**src/inc/mjirc_pkg.sv**
```systemverilog
// package: constants, types and timing counts for the jabber inhibit and receive check block
// Operation
// - jabber window fixed between 5 and 15 ms; normal frame passes inside it
// - transmission longer than window blocks all further transmit output
// - on jabber, stop echoing receive signal line toward the sublayer
// - hold-off of 500 ms, plus or minus half, then re-enable transmit
// - jabber detection autonomous, from own transmit activity only
// - receive path decodes Manchester streams at 1 Mbit/s
// - decode correctly with adjacent crossing spacing off by up to 0.10 bit
// - nominal transition spacing is half a bit or one full bit
// - flag error when transition jitter exceeds what decoder can handle
// - recover by itself within 3 seconds after a disturbance ends
package mjirc_pkg;
   localparam int unsigned CLK_HZ = 200_000_000;
   localparam int unsigned CLK_NS = 5;
   // jabber window, chosen inside the allowed span
   localparam int unsigned WINDOW_MS = 10;
   localparam int unsigned WINDOW_CYC = WINDOW_MS * (CLK_HZ / 1000);
   localparam int unsigned HOLDOFF_MS = 500;
   localparam int unsigned HOLDOFF_CYC = HOLDOFF_MS * (CLK_HZ / 1000);
   // transmit idle needed before the window restarts: 4 bit times
   localparam int unsigned TXIDLE_NS = 4000;
   localparam int unsigned TXIDLE_CYC = (TXIDLE_NS + CLK_NS - 1) / CLK_NS;
   // bit timing: BIT_NS in ns, the rest in clock cycles
   localparam int unsigned BIT_NS = 1000;
   localparam int unsigned BIT_CYC = BIT_NS / CLK_NS;
   localparam int unsigned HALF_CYC = BIT_CYC / 2;
   localparam int unsigned JIT_CYC = BIT_CYC / 10;
   // accepted interval bands: half bit and full bit, each +-0.10 bit
   localparam logic [15:0] HALF_MIN = 16'(HALF_CYC - JIT_CYC);
   localparam logic [15:0] HALF_MAX = 16'(HALF_CYC + JIT_CYC);
   localparam logic [15:0] FULL_MIN = 16'(BIT_CYC - JIT_CYC);
   localparam logic [15:0] FULL_MAX = 16'(BIT_CYC + JIT_CYC);
   // a gap above this ends the frame
   localparam logic [15:0] GAP_CYC = 16'(2 * BIT_CYC);
   localparam int unsigned BUF_DEPTH = 2;

   typedef struct packed {
      logic data;
      logic err;
   } mjirc_sym_s;

   typedef enum logic [1:0] {JB_IDLE, JB_ACTIVE, JB_INHIBIT} mjirc_jab_e;
endpackage : mjirc_pkg

```
**src/hdl/mjirc_buf.sv**
```systemverilog
// two-entry buffer with valid and ready on both sides
module mjirc_buf (
   input wire logic clk,
   input wire logic rst,
   input wire mjirc_pkg::mjirc_sym_s inData,
   input wire logic inValid,
   output logic inReady,
   output mjirc_pkg::mjirc_sym_s outData,
   output logic outValid,
   input wire logic outReady
);
   mjirc_pkg::mjirc_sym_s mem_r [mjirc_pkg::BUF_DEPTH];
   mjirc_pkg::mjirc_sym_s mem_nxt [mjirc_pkg::BUF_DEPTH];
   logic wrPtr_r, wrPtr_nxt, rdPtr_r, rdPtr_nxt;
   logic [1:0] cnt_r, cnt_nxt;
   logic push, pop;

   // pointer and count update
   always_comb begin
      push = inValid && (cnt_r != 2'(mjirc_pkg::BUF_DEPTH));
      pop = outReady && (cnt_r != 2'h0);
      for (int i = 0; i < mjirc_pkg::BUF_DEPTH; i++) begin
         mem_nxt[i] = mem_r[i];
      end
      if (push) begin
         mem_nxt[wrPtr_r] = inData;
      end
      wrPtr_nxt = push ? ~wrPtr_r : wrPtr_r;
      rdPtr_nxt = pop ? ~rdPtr_r : rdPtr_r;
      cnt_nxt = cnt_r + 2'(push) - 2'(pop);
   end

   always_ff @(posedge clk) begin
      if (rst) begin
         wrPtr_r <= 1'b0;
         rdPtr_r <= 1'b0;
         cnt_r <= 2'h0;
         for (int i = 0; i < mjirc_pkg::BUF_DEPTH; i++) begin
            mem_r[i] <= '0;
         end
      end else begin
         wrPtr_r <= wrPtr_nxt;
         rdPtr_r <= rdPtr_nxt;
         cnt_r <= cnt_nxt;
         mem_r <= mem_nxt;
      end
   end

   assign inReady = cnt_r != 2'(mjirc_pkg::BUF_DEPTH);
   assign outValid = cnt_r != 2'h0;
   assign outData = mem_r[rdPtr_r];
endmodule : mjirc_buf

```
**src/hdl/mjirc_top.sv**
```systemverilog
// jabber supervision of transmit and Manchester receive checking
module mjirc_top #(
   parameter int unsigned WINDOW_CYC = mjirc_pkg::WINDOW_CYC,
   parameter int unsigned HOLDOFF_CYC = mjirc_pkg::HOLDOFF_CYC,
   parameter int unsigned TXIDLE_CYC = mjirc_pkg::TXIDLE_CYC
) (
   input wire logic clk,
   input wire logic rst,
   input wire logic txEnIn,
   input wire logic txDataIn,
   output logic txEnLine,
   output logic txDataLine,
   input wire logic rxLine,
   output logic rxEcho,
   output logic jabber,
   output logic symData,
   output logic symErr,
   output logic symValid,
   input wire logic symReady,
   output logic overrun
);
   // ---------------- jabber supervision ----------------
   mjirc_pkg::mjirc_jab_e jab_r, jab_nxt;
   logic [27:0] jabCnt_r, jabCnt_nxt;
   logic [15:0] idleCnt_r, idleCnt_nxt;
   logic txEn_r, txEn_nxt, txD_r, txD_nxt;
   logic jabber_r, jabber_nxt;

   // jabber state and timers, driven only by own transmit activity
   always_comb begin
      jab_nxt = jab_r;
      jabCnt_nxt = jabCnt_r;
      idleCnt_nxt = idleCnt_r;
      case (jab_r)
         mjirc_pkg::JB_IDLE: begin
            jabCnt_nxt = '0;
            if (txEnIn) begin
               jab_nxt = mjirc_pkg::JB_ACTIVE; // restart window per frame
               idleCnt_nxt = '0;
            end
         end
         mjirc_pkg::JB_ACTIVE: begin
            jabCnt_nxt = jabCnt_r + 28'h000_0001; // counts local clocks
            if (txEnIn) begin
               idleCnt_nxt = '0;
            end else begin
               idleCnt_nxt = idleCnt_r + 16'h0001;
            end
            if (!txEnIn && (32'(idleCnt_r) + 32'h0000_0001 >= TXIDLE_CYC)) begin
               jab_nxt = mjirc_pkg::JB_IDLE; // frame ended inside window
            end else if (32'(jabCnt_r) + 32'h0000_0001 >= WINDOW_CYC) begin
               jab_nxt = mjirc_pkg::JB_INHIBIT; // too long: inhibit
               jabCnt_nxt = '0;
            end
         end
         mjirc_pkg::JB_INHIBIT: begin
            jabCnt_nxt = jabCnt_r + 28'h000_0001;
            if (32'(jabCnt_r) + 32'h0000_0001 >= HOLDOFF_CYC) begin
               jab_nxt = mjirc_pkg::JB_IDLE; // self re-arm after hold-off
               jabCnt_nxt = '0;
            end
         end
         default: begin
            jab_nxt = mjirc_pkg::JB_IDLE;
            jabCnt_nxt = '0;
         end
      endcase
      txEn_nxt = txEnIn && (jab_nxt != mjirc_pkg::JB_INHIBIT); // block output
      txD_nxt = txDataIn && txEn_nxt;
      jabber_nxt = (jab_nxt == mjirc_pkg::JB_INHIBIT); // inhibit flag as a flop
   end

   always_ff @(posedge clk) begin
      if (rst) begin
         jab_r <= mjirc_pkg::JB_IDLE;
         jabCnt_r <= '0;
         idleCnt_r <= '0;
         txEn_r <= 1'b0;
         txD_r <= 1'b0;
         jabber_r <= 1'b0;
      end else begin
         jab_r <= jab_nxt;
         jabCnt_r <= jabCnt_nxt;
         idleCnt_r <= idleCnt_nxt;
         txEn_r <= txEn_nxt;
         txD_r <= txD_nxt;
         jabber_r <= jabber_nxt;
      end
   end

   // ---------------- receive echo and decode ----------------
   logic rxPrev_r, rxPrev_nxt;
   logic echo_r, echo_nxt;
   logic [15:0] ivl_r, ivl_nxt;
   logic inFrame_r, inFrame_nxt;
   logic midPend_r, midPend_nxt; // a half-bit edge seen, awaiting mid-bit
   logic ovr_r, ovr_nxt;
   logic edgeSeen;
   mjirc_pkg::mjirc_sym_s sym;
   logic symPush;
   logic bufInReady;

   // edge interval measure and Manchester symbol decision
   always_comb begin
      edgeSeen = rxLine != rxPrev_r;
      rxPrev_nxt = rxLine;
      echo_nxt = (jab_nxt == mjirc_pkg::JB_INHIBIT) ? 1'b0 : rxLine; // stop echo
      ivl_nxt = (ivl_r == 16'hffff) ? ivl_r : ivl_r + 16'h0001;
      inFrame_nxt = inFrame_r;
      midPend_nxt = midPend_r;
      sym = '0;
      symPush = 1'b0;
      if (ivl_r > mjirc_pkg::GAP_CYC) begin
         inFrame_nxt = 1'b0; // quiet line ends the frame
         midPend_nxt = 1'b0;
      end
      if (edgeSeen) begin
         ivl_nxt = 16'h0001; // edge cycle counts, so bands match true spacing
         if (!inFrame_r) begin
            inFrame_nxt = 1'b1; // first edge taken as mid-bit
            midPend_nxt = 1'b0;
            sym.data = rxLine;
            symPush = 1'b1;
         end else if (ivl_r >= mjirc_pkg::HALF_MIN && ivl_r <= mjirc_pkg::HALF_MAX) begin
            // half-bit spacing with jitter margin
            if (midPend_r) begin
               midPend_nxt = 1'b0;
               sym.data = rxLine; // mid-bit edge direction gives the bit
               symPush = 1'b1;
            end else begin
               midPend_nxt = 1'b1; // boundary edge
            end
         end else if (ivl_r >= mjirc_pkg::FULL_MIN && ivl_r <= mjirc_pkg::FULL_MAX
                      && !midPend_r) begin
            sym.data = rxLine; // full-bit spacing, mid to mid
            symPush = 1'b1;
         end else begin
            sym.err = 1'b1; // spacing outside decodable bands
            sym.data = rxLine;
            symPush = 1'b1;
            midPend_nxt = 1'b0;
         end
      end
      ovr_nxt = symPush && !bufInReady; // word lost only if buffer full
   end

   always_ff @(posedge clk) begin
      if (rst) begin
         rxPrev_r <= rxLine; // track line level, no false edge after reset
         echo_r <= 1'b0;
         ivl_r <= 16'hffff;
         inFrame_r <= 1'b0;
         midPend_r <= 1'b0;
         ovr_r <= 1'b0;
      end else begin
         rxPrev_r <= rxPrev_nxt;
         echo_r <= echo_nxt;
         ivl_r <= ivl_nxt;
         inFrame_r <= inFrame_nxt;
         midPend_r <= midPend_nxt;
         ovr_r <= ovr_nxt;
      end
   end

   mjirc_pkg::mjirc_sym_s bufOut;

   // decoded symbols toward the sublayer
   mjirc_buf u_buf (
      .clk(clk),
      .rst(rst),
      .inData(sym),
      .inValid(symPush),
      .inReady(bufInReady),
      .outData(bufOut),
      .outValid(symValid),
      .outReady(symReady)
   );

   assign txEnLine = txEn_r;
   assign txDataLine = txD_r;
   assign rxEcho = echo_r;
   assign jabber = jabber_r;
   assign symData = bufOut.data;
   assign symErr = bufOut.err;
   assign overrun = ovr_r;
endmodule : mjirc_top

```
**config.mk**
```make
export PLATFORM = sky130hd
export DESIGN_NAME = mjirc_top
export DESIGN_NICKNAME = d
export VERILOG_FILES = /design/src/inc/mjirc_pkg.sv /design/src/hdl/mjirc_buf.sv /design/src/hdl/mjirc_top.sv
export SDC_FILE = /design/constraint.sdc
export NUM_CORES = 1
export LEC_CHECK = 0
export ABC_AREA = 1
export BUFFER_PORTS_ARGS = -buffer_cell sky130_fd_sc_hd__buf_2
export CELL_PAD_IN_SITES_DETAIL_PLACEMENT = 1
export CELL_PAD_IN_SITES_GLOBAL_PLACEMENT = 2
export CORE_MARGIN = 5
export CORE_UTILIZATION = 35
export DETAILED_ROUTE_END_ITERATION = 7
export GPL_TIMING_DRIVEN = 0
export PLACE_DENSITY_LB_ADDON = 0.3
export SYNTH_ARGS = -nofsm -noshare
export SYNTH_HDL_FRONTEND = slang
export SYNTH_SLANG_ARGS = --single-unit
```
**constraint.sdc**
```tcl
create_clock -name clk -period 2.85 [get_ports clk]
set_clock_uncertainty 0.05 [all_clocks]
set_input_delay 0.285 -clock clk [delete_from_list [all_inputs] [get_ports clk]]
set_output_delay 0.285 -clock clk [all_outputs]
set_load 0.05 [all_outputs]
```
==> out/results.tsv, run 1 <==
stage	metric	value	unit
outcome	status	finished clean	
critical_path	CP Launch Type	flip-flop	
critical_path	CP Capture Type	flip-flop	
synthesis	simple-gate area share of the yosys netlist	41.9	%
layout	final instance area	5350	um2
clock_tree	clock sinks	78	
detailed_routing	initial drt markers	148	
clock_tree	TritonCTS clock tree	yes	
synthesis	Synth Area in XOR/XNOR	2.84	%
critical_path	crit-path cells	nand2_1 -> nor2_4 -> nand2_1 -> nor3_1 -> xnor2_1 -> nand3_1 -> nor2_1 -> nand2_1 -> nand2_1 -> nand2_1 -> nand2_2 -> nand3_4 -> buf_12 -> nor2_2	
grt	GRT overflow	0	
synthesis	Yosys cell types	34	
critical_path	Crit-path slowest cell	dfxtp_1	
grt	number of global-route vias before repair	4558	
floorplanning	Die Y	125	um
layout	fill cell count	1746	
synthesis	count leader, synth	nand2_1	
grt	pin count of the biggest net entering global routing	15	
timing	Final Hold Viols	0	
synthesis	Syn Nets	734	
detailed_routing	Avg Vias per Cell	4.87	
timing	Final Cycle Share	90.3	%
synthesis	synthesized instance count	717	
synthesis	Post-Syn Area	4620	um2
layout	fin nets	762	
synthesis	area leader, netlist	dfxtp_1	
layout	diode count	0	
synthesis	Synth Register Bits	78	
detailed_routing	WL/cell	13.7	um
timing	Worst-Margin Slew	608	ps
flow_run	Max-Cap Viols	0	
place	detailed placement HPWL	9.81	mm
synthesis	area share of the largest cell type after synthesis	33.8	%
synthesis	Synth top cells by count	nand2_1 (205), inv_1 (97), nor2_1 (93)	
detailed_routing	Routed Antenna Nets	0	
synthesis	main combinational cell family by area after synthesis	simple AND/OR/NAND/NOR gates	
critical_path	WS Path Type	flip-flop to flip-flop	
detailed_routing	vias post-DR	4511	
synthesis	Avg Cell Area, Syn	6.45	um2
layout	P&R area growth vs syn	15.6	%
synthesis	Synth Area in Adders	2.98	%
place	PortBufs	13	
synthesis	asr flop ratio synth	0	%
grt	GRT Total Usage	16.6	%
critical_path	CP Data Required Time	3080	ps
timing	Slew HR	59.5	%
critical_path	CP most frequent cell	nand2_1	
clock_tree	Post-CTS Hold Fix Bufs	0	
clock_tree	clk_lat worst skew	350	ps
grt	global-route wire length before repair	21.4	mm
floorplanning	initial core utilization	35.3	%
synthesis	number of synthesized flops with an enable pin	0	
detailed_routing	First-pass DRT Iterations	4	
floorplanning	total core area	13100	um2
detailed_routing	drt drc	0	
timing	minimum clock period	2570	ps
critical_path	worst stage delay on the critical path	430	ps
timing	worst hold-check slack	51.0	ps
pwr	Pleak	0.00218	uW
floorplanning	FP Rows	42	
critical_path	CP arrival	2810	ps
synthesis	compound-cell area share of the yosys netlist	9.28	%
clock_tree	clk root buf	clkbuf_16	
synthesis	synth top area cells	dfxtp_1 (34%), nand2_1 (17%), inv_1 (7.9%)	
clock_tree	CTS H-Tree Depth	3	
timing	f_max	0.389	GHz
timing	Max Slew Vio Count	0	
place	Area after DPL	4910	um2
synthesis	sequential area share after synthesis	33.8	%
synthesis	ys flop type	dfxtp_1	
critical_path	crit-path max FO	10	
floorplanning	chip width	125	um
floorplanning	die area	15600	um2
synthesis	Synth Warn #	0	
floorplanning	I/O pins	14	
timing	Final setup viols	0	
clock_tree	CTS Buf Count	9	
clock_tree	clock transition at the registers of the reported paths	60	ps
worst_hold_path	Min-Delay Path Class	input pin to flip-flop	
place	RePlAce Congestion	0.879	
clock_tree	CTS max path bufs	2	
pwr	Max VDD drop	0.487	mV
layout	ratio of cells with drive above 1 in the final layout	11.7	%
grt	initial antenna violation count	0	
detailed_routing	Routed WL	12.7	mm
pwr	PwrDens	543	nW/um2
synthesis	mux contribution to synthesized area	0	%
per-layer routing:
metal | track usage [%] | part of all wire (%)
met1 | 21.4 | 49
met2 | 28.1 | 47
met3 | 3.50 | 1.9
met4 | 4.59 | 1.4
met5 | 0 | 0
what timing repair did:
action / 4_1_cts / 5_1_grt
resized for setup: 1 / 21
setup buffers: 0 / 3
gates cloned: 0 / 1
setup endpoints to repair: 2 / 32
pin swaps: 0 / 2
worst max-delay path: cells and delay by family, from the launching register on:
kind / cells / cell delay, ps
and+or+nand+nor: 12 / 1600
buffers and inverters: 1 / 200
DFF: 1 / 430
xor gates and xnor gates: 1 / 210
power by group:
part / switching, uW / internal (uW)
combinational: 306 / 125
sequential: 52.6 / 1150
clock: 492 / 774
total: 850 / 2050
cells by family (layout without fill, tap and decap cells):
group / Yosys count / in the layout
simple gates: 430 / 431
buf+inv: 108 / 140
flops: 78 / 78
compound gates: 75 / 75
xor+xnor: 15 / 15
fa+ha+maj: 11 / 11
state kept, by name, indices dropped and copies added, names as in the netlist, 2 cells and up:
| register | cells |
|---|---|
| idleCnt_r | 16 |
| ivl_r | 16 |
| jabCnt_r | 28 |
| jab_r | 2 |
| u_buf.cnt_r | 2 |
| u_buf.mem_r | 4 |
placed cells by master (no fill, tap or decap), drive strengths merged, types with 4 or more instances in the layout:
cell type	Yosys	final
a21oi	33	33
buf	2	18
clkbuf	7	17
dfxtp	78	78
ha	11	11
inv	98	99
nand2	210	210
nand3	56	57
nand3b	4	4
nand4	15	15
nor2	124	124
nor3	13	13
o211ai	5	5
o21ai	23	23
o31ai	5	5
xnor2	8	8
xor2	7	7
stage by stage:
step	util [%]	setup TNS [ps]	instances	power (uW)	setup WS, ps
floorplan	-	0	717	1540	545
global placement	37.5	0	906	1640	82.5
detailed placement	37.5	0	906	1660	15.6
CTS	40.0	0	922	2940	94.9
global route	40.8	-13.1	926	3050	-7.49
finish	40.8	0	926	2900	278
area by class of cell:
class / instances / area [um2] / share of cell area [%]
Buffer: 9 / 66.3 / 1.24
Timing Repair Buffer: 16 / 87.6 / 1.64
Tap cell: 176 / 220 / 4.12
Clock buffer: 10 / 229 / 4.28
Multi-Input combinational cell: 532 / 2710 / 50.7
Inverter: 99 / 372 / 6.95
Clock inverter: 6 / 93.8 / 1.76
Sequential cell: 78 / 1570 / 29.3
final timing paths:
check / from / end / slack [ps] / cells after the start
worst max-delay path: jabCnt_r[2]$_SDFF_PP0_ / jabCnt_r[8]$_SDFF_PP0_ / 280 / 14
worst min-delay path: rxLine / rxPrev_r$_DFF_P_ / 50 / 1
worst max register to register: jabCnt_r[2]$_SDFF_PP0_ / jabCnt_r[8]$_SDFF_PP0_ / 280 / 14
worst min register to register: u_buf.cnt_r[0]$_SDFF_PP0_ / overrun$_SDFF_PP0_ / 400 / 1
No activity file was read; power rests on OpenSTA's default activity.
==> run 2, diff against run 1 <==
--- a/config.mk
+++ b/config.mk
@@ -16,4 +16,5 @@
 export PLACE_DENSITY_LB_ADDON = 0.3
 export SYNTH_ARGS = -nofsm -noshare
 export SYNTH_HDL_FRONTEND = slang
+export SYNTH_HIERARCHICAL = 1
 export SYNTH_SLANG_ARGS = --single-unit
==> out/results.tsv, run 2 <==
stage	metric	value	unit	change
grt	pin count of the biggest net entering global routing	16		+1
critical_path	CP Capture Type	flip-flop		
clock_tree	Post-CTS Hold Fix Bufs	0		unchanged
detailed_routing	initial drt markers	201		+36%
layout	area of the multi-input gates	2790	um2	+3.1%
floorplanning	chip width	126	um	+0.74%
synthesis	Synth Register Bits	78		unchanged
floorplanning	FP Rows	42		unchanged
place	dpl cells	921		+1.7%
clock_tree	clk_lat worst skew	350	ps	about the same
floorplanning	I/O pins	14		unchanged
layout	storage element area	1570	um2	about the same
grt	number of global-route vias before repair	4735		+3.9%
clock_tree	CTS Buf Count	9		unchanged
synthesis	count leader, synth	nand2_1		
layout	most frequent cells in the layout	nand2_1 (211), inv_1 (97), nor2_1 (88), dfxtp_1 (76), nand3_1 (57)		
outcome	status	finished clean		
layout	Non-Filler Instances	939		+1.4%
critical_path	crit-path cells	ha_4 -> nand2_2 -> nor2_4 -> nand2_2 -> nor2_4 -> nand2_1 -> nand2_1 -> nand2_2 -> inv_1 -> nand3_1 -> nor3_2 -> nand2_1 -> and2_4 -> o21ai_4 -> nand3_4 -> buf_6 -> nor2_1		
clock_tree	CTS max path bufs	2		unchanged
synthesis	Avg Cell Area, Syn	6.42	um2	-0.46%
place	PortBufs	13		unchanged
synthesis	Post-Syn Area	4700	um2	+1.6%
flow_run	Max-Cap Viols	0		unchanged
floorplanning	total core area	13200	um2	+0.80%
layout	max reg flops	28		unchanged
synthesis	asr flop ratio synth	0	%	unchanged
clock_tree	clk root buf	clkbuf_16		
timing	minimum clock period	2640	ps	+69.9 ps
layout	top flop regs	jabCnt_r (28), idleCnt_r (16), ivl_r (16)		
critical_path	WS Path Type	flip-flop to flip-flop		
detailed_routing	vias post-DR	4601		+2.0%
timing	Final setup viols	0		unchanged
clock_tree	TritonCTS clock tree	yes		
layout	fill cell count	1734		-0.69%
timing	Final Hold Viols	0		unchanged
synthesis	Syn Nets	749		+2.0%
synthesis	ys flop type	dfxtp_1		
worst_hold_path	Min-Delay Path Class	input pin to flip-flop		
pwr	Max VDD drop	0.363	mV	-26%
place	detailed placement HPWL	10.2	mm	+3.5%
clock_tree	CTS H-Tree Depth	3		unchanged
synthesis	Yosys cell types	42		+24%
pwr	Pleak	0.00218	uW	about the same
floorplanning	die area	15800	um2	+1.5%
detailed_routing	Routed WL	12.8	mm	+1.3%
clock_tree	clock transition at the registers of the reported paths	60	ps	about the same
clock_tree	clock sinks	78		unchanged
grt	GRT Total Usage	17.1	%	+0.50 points
place	RePlAce Congestion	0.846		-3.8%
timing	f_max	0.378	GHz	-2.6%
critical_path	CP arrival	2870	ps	+60 ps
floorplanning	initial core utilization	35.6	%	+0.29 points
synthesis	number of synthesized flops with an enable pin	0		unchanged
timing	Worst-Margin Slew	928	ps	+320 ps
critical_path	Crit-path slowest cell	dfxtp_4		
layout	fin util	40.9	%	+0.054 points
layout	Biggest register	jabCnt_r		
detailed_routing	Avg Vias per Cell	4.90		+0.58%
synthesis	area leader, netlist	dfxtp_1		
critical_path	Reg2Reg Setup Slack	210	ps	-70 ps
grt	initial antenna violation count	0		unchanged
layout	ratio of cells with drive above 1 in the final layout	13.9	%	+2.2 points
critical_path	worst stage delay on the critical path	380	ps	-50 ps
detailed_routing	Routed Antenna Nets	0		unchanged
synthesis	synth top area cells	dfxtp_1 (33%), nand2_1 (17%), inv_1 (7.7%)		
timing	Max Slew Vio Count	0		unchanged
timing	Slew HR	37.7	%	-22 points
pwr	overall power	2800	uW	-3.5%
synthesis	area share of the largest cell type after synthesis	33.2	%	-0.54 points
layout	fin nets	775		+1.7%
detailed_routing	First-pass DRT Iterations	4		unchanged
synthesis	synthesized instance count	732		+2.1%
layout	P&R area growth vs syn	14.8	%	
detailed_routing	WL/cell	13.7	um	-0.13%
pwr	PwrDens	519	nW/um2	-4.4%
layout	diode count	0		unchanged
grt	GRT overflow	0		unchanged
critical_path	CP Launch Type	flip-flop		
timing	Final Cycle Share	92.7	%	+2.5 points
detailed_routing	drt drc	0		unchanged
floorplanning	Die Y	126	um	+0.74%
synthesis	Synth top cells by count	nand2_1 (214), inv_1 (97), nor2_1 (94)		
layout	leading cell type in the layout, fill and taps excluded	nand2_1		
critical_path	crit-path max FO	10		unchanged
synthesis	Synth Warn #	6		+6
grt	global-route wire length before repair	22.5	mm	+4.8%
critical_path	CP Data Required Time	3080	ps	about the same
synthesis	sequential area share after synthesis	33.2	%	-0.54 points
timing	setup TNS	0	ps	unchanged
## run 2: cell count changes after synthesis, sizes merged, moves of 3 or more
cell    delta
nand2     +12
o21ai      -7
a21oi      -5
nand3      +5
a211oi     +3
## run 2: area by class of cell
cell class | instances | area share, %
well taps | 176 | 4.08
flip-flops and latches | 78 | 29.1
inverters | 102 | 7.10
multi-input cells | 542 | 51.8
clock inverters | 7 | 1.09
clock buffers | 9 | 4.17
repair buffers | 15 | 1.72
plain buffers | 10 | 0.974
## run 2: path summary, 6_finish.rpt
path	depth (start not counted)	from	end
setup / recovery	17	jabCnt_r[0]$_SDFF_PP0_	jabCnt_r[23]$_SDFF_PP0_
hold / removal	1	rxLine	rxPrev_r$_DFF_P_
setup reg to reg	17	jabCnt_r[0]$_SDFF_PP0_	jabCnt_r[23]$_SDFF_PP0_
hold reg to reg	1	jabCnt_r[0]$_SDFF_PP0_	jabCnt_r[0]$_SDFF_PP0_
## run 2: cell families after synthesis
group	synth area share [%]
DFF	33.2
buffers and inverters	9.27
adders and majority gates	2.93
xor gates and xnor gates	2.80
AOI/OAI and AO/OA	8.33
and+or+nand+nor	43.5
## run 2: per-stage QoR
stage | hold WS [ps] | cell area (um2) | setup WS [ps]
after floorplan | 263 | 4700 | 384
after global placement | 405 | 4980 | -134
after detailed placement | 412 | 4980 | -199
after CTS | 41.6 | 5300 | 3.82
after global routing | 49.6 | 5400 | -0.551
final | 57.6 | 5400 | 208
## run 2: report_power, final
part	total (uW)	switching, uW	internal, uW
combinational	469	325	145
sequential	1210	62.4	1150
clock	1120	518	600
## run 2: critical path, delay by kind of cell (launching register included)
family                     cells  cell delay (ps)
adders and majority gates      1              150
and+or+nand+nor               13             1610
buffers and inverters          2              250
AOI/OAI and AO/OA              1              130
DFF                            1              380
## run 2: metal layers
layer	share of wire (%)	vias to the layer above	global-route usage [%]
li1	-	2384	-
met1	49	2174	22.2
met2	47	26	28.6
met3	1.9	17	3.26
met4	1.8	0	5.68
met5	0	-	0
## run 2: timing repair
action	in CTS	in global routing
setup buffers	1	1
resized for setup	1	24
pin swaps	1	7
endpoints found under the setup margin	17	36
==> run 3, diff against run 2 <==
--- a/config.mk
+++ b/config.mk
@@ -9,6 +9,7 @@
 export BUFFER_PORTS_ARGS = -buffer_cell sky130_fd_sc_hd__buf_2
 export CELL_PAD_IN_SITES_DETAIL_PLACEMENT = 1
 export CELL_PAD_IN_SITES_GLOBAL_PLACEMENT = 2
+export CORE_ASPECT_RATIO = 0.5
 export CORE_MARGIN = 5
 export CORE_UTILIZATION = 35
 export DETAILED_ROUTE_END_ITERATION = 7
==> out/results.tsv, run 3 (same netlist as run 2, synthesis figures left out) <==
stage	metric	value	unit	change
outcome	status	finished clean		
floorplanning	chip width	174	um	+38%
timing	Worst-Margin Slew	945	ps	+16.5 ps
timing	setup TNS	0	ps	unchanged
pwr	Clock Power Share	43.0	%	+3.0 points
critical_path	Reg2Reg Setup Slack	190	ps	-20 ps
critical_path	CP delay by family, top	simple AND/OR/NAND/NOR gates		
layout	Biggest register	jabCnt_r		
clock_tree	TritonCTS clock tree	yes		
critical_path	CP most frequent cell	nand2_1		
critical_path	CP Launch Type	flip-flop		
place	Area after DPL	4980	um2	-0.15%
pwr	NetSw	849	uW	-6.2%
pwr	Max VDD drop	0.285	mV	-21%
pwr	PwrDens	544	nW/um2	+4.8%
critical_path	CP Capture Type	flip-flop		
worst_hold_path	Worst Hold Launch	rxLine		
critical_path	crit-path cells	ha_2 -> nand2_2 -> nor2_4 -> nand2_2 -> nor2_4 -> nand2_1 -> nand2_1 -> nand2_1 -> inv_1 -> nand3_1 -> nor3_2 -> nand2_1 -> and2_4 -> o21ai_4 -> nand3_4 -> buf_4 -> a21oi_1		
critical_path	r2r worst-path depth	17		unchanged
clock_tree	Post-CTS Hold Fix Bufs	0		unchanged
worst_hold_path	Min-Delay Path Class	input pin to flip-flop		
pwr	sw frac	28.9	%	-3.4 points
grt	M2 GR Usage	27.5	%	-1.0 points
clock_tree	CTS max path bufs	2		unchanged
detailed_routing	WL/cell	13.3	um	-2.6%
clock_tree	CTS H-Tree Depth	3		unchanged
floorplanning	die area	16000	um2	+0.88%
critical_path	CP Data Required Time	3070	ps	about the same
flow_run	Max-Cap Viols	0		unchanged
layout	Non-Filler Instances	934		-0.53%
clock_tree	CTS Buf Count	9		unchanged
timing	Final Worst Setup Slack	193	ps	-15.3 ps
layout	max reg flops	28		unchanged
critical_path	crit-path max FO	6		-4
critical_path	CP Buf/Inv Count	2		unchanged
layout	ratio of cells with drive above 1 in the final layout	13.4	%	-0.54 points
timing	Slew HR	36.6	%	-1.1 points
critical_path	Crit-path slowest cell	dfxtp_4		
layout	P&R area growth vs syn	14.9	%	about the same
layout	diode count	0		unchanged
timing	Final Cycle Share	93.2	%	+0.54 points
grt	GRT Total Usage	16.1	%	-0.92 points
timing	Final setup viols	0		unchanged
grt	global-route wire length before repair	21.4	mm	-4.7%
critical_path	Crit path depth	17		unchanged
timing	f_max	0.376	GHz	-0.58%
critical_path	reg-to-reg critical path startpoint	jabCnt_r[0]$_SDFF_PP0_		
timing	Max Slew Vio Count	0		unchanged
place	PortBufs	13		unchanged
detailed_routing	Routed Antenna Nets	0		unchanged
layout	fin util	41.8	%	+0.88 points
floorplanning	FP Rows	29		-31%
floorplanning	initial core utilization	36.4	%	+0.75 points
layout	fill cell count	1695		-2.2%
floorplanning	I/O pins	14		unchanged
worst_hold_path	hold depth	1		unchanged
worst_hold_path	WHS Endpoint	rxPrev_r$_DFF_P_		
grt	GR met3 Demand/Resource	3.12	%	-0.14 points
detailed_routing	initial drt markers	147		-27%
layout	leading cell type in the layout, fill and taps excluded	nand2_1		
pwr	Reg power frac	41.4	%	-1.9 points
grt	initial antenna violation count	0		unchanged
detailed_routing	drt drc	0		unchanged
grt	met1 usage	21.4	%	-0.75 points
grt	pin count of the biggest net entering global routing	14		-2
pwr	internal power	2090	uW	+10%
layout	final instance area	5400	um2	about the same
grt	GRT overflow	0		unchanged
critical_path	worst stage delay on the critical path	370	ps	about the same
grt	number of global-route vias before repair	4519		-4.6%
place	detailed placement HPWL	9.85	mm	-3.0%
detailed_routing	Avg Vias per Cell	4.85		-0.93%
clock_tree	clock sinks	78		unchanged
floorplanning	total core area	12900	um2	-2.1%
place	RePlAce Congestion	0.814		-3.7%
place	dpl cells	915		-0.65%
detailed_routing	vias post-DR	4534		-1.5%
critical_path	Worst Setup SP	jabCnt_r[0]$_SDFF_PP0_		
layout	most frequent cells in the layout	nand2_1 (212), inv_1 (97), nor2_1 (90), dfxtp_1 (75), nand3_1 (57)		
clock_tree	clock transition at the registers of the reported paths	60	ps	about the same
timing	Final Hold Viols	0		unchanged
critical_path	CP arrival	2880	ps	about the same
place	dpl ws	-117	ps	+81.5 ps
detailed_routing	Routed WL	12.5	mm	-3.1%
layout	area of the multi-input gates	2760	um2	-1.3%
pwr	Pleak	0.00222	uW	+1.5%
critical_path	RR Endpoint	jabCnt_r[27]$_SDFF_PP0_		
detailed_routing	First-pass DRT Iterations	4		unchanged
layout	fin nets	776		+0.13%
critical_path	WS Path Type	flip-flop to flip-flop		
clock_tree	clk root buf	clkbuf_16		
grt	busiest layer in global routing	met2		
clock_tree	clk_lat worst skew	340	ps	about the same
floorplanning	Die Y	91.9	um	-27%
layout	top flop regs	jabCnt_r (28), idleCnt_r (16), ivl_r (16)		
pwr	Comb power frac	15.6	%	-1.2 points
layout	storage element area	1570	um2	about the same
timing	minimum clock period	2660	ps	+15.3 ps
[run 3: timing repair]
item	4_1_cts	5_1_grt
buffers inserted	0	3
endpoints found under the setup margin	19	36
pin swaps	1	4
gates resized for setup	2	15
[run 3: power groups by stage]
stage | logic (uW) | clock network [uW] | registers [uW]
after floorplan | 349 | 0 | 1240
after global placement | 450 | 0 | 1240
after detailed placement | 461 | 0 | 1240
after CTS | 463 | 1310 | 1220
after global routing | 526 | 1350 | 1220
final | 460 | 1260 | 1220
[run 3: per-stage QoR]
step	hold WS (ps)	total power (uW)
final	79.0	2940
after global placement	404	1690
after CTS	67.1	2990
after floorplan	263	1580
after detailed placement	406	1700
after global routing	79.3	3100
[run 3: worst max path at each step]
stage,to,slack [ps]
after CTS,jabCnt_r[24]$_SDFF_PP0_,9
final,jabCnt_r[27]$_SDFF_PP0_,190
after detailed placement,u_buf/cnt_r[1]$_SDFF_PP0_,-120
after global placement,u_buf/cnt_r[1]$_SDFF_PP0_,-40
after global routing,jabCnt_r[2]$_SDFF_PP0_,-30
after floorplan,u_buf/cnt_r[1]$_SDFF_PP0_,380
[run 3: cell type report]
| type | instances | area share, % |
|---|---|---|
| multi-input cells | 542 | 51.1 |
| inverters | 102 | 7.09 |
| repair buffers | 16 | 1.85 |
| clock buffers | 11 | 4.50 |
| well taps | 170 | 3.94 |
| flip-flops and latches | 78 | 29.0 |
| plain buffers | 10 | 0.974 |
| clock inverters | 5 | 1.51 |
[run 3: per-layer routing]
layer | up-vias | wire length [um]
met5 | - | 0
met4 | 0 | 113
met3 | 9 | 334
met2 | 41 | 5740
met1 | 2110 | 6270
li1 | 2374 | -
[run 3: worst register-to-register path: stages (launching register included)]
cell and delay (ps):
dfxtp_4 370, ha_2 200, nand2_2 80, nor2_4 220, nand2_2 100, nor2_4 150
nand2_1 70, nand2_1 60, nand2_1 70, inv_1 70, nand3_1 90, nor3_2 240
nand2_1 120, and2_4 150, o21ai_4 130, nand3_4 130, buf_4 180, a21oi_1 100
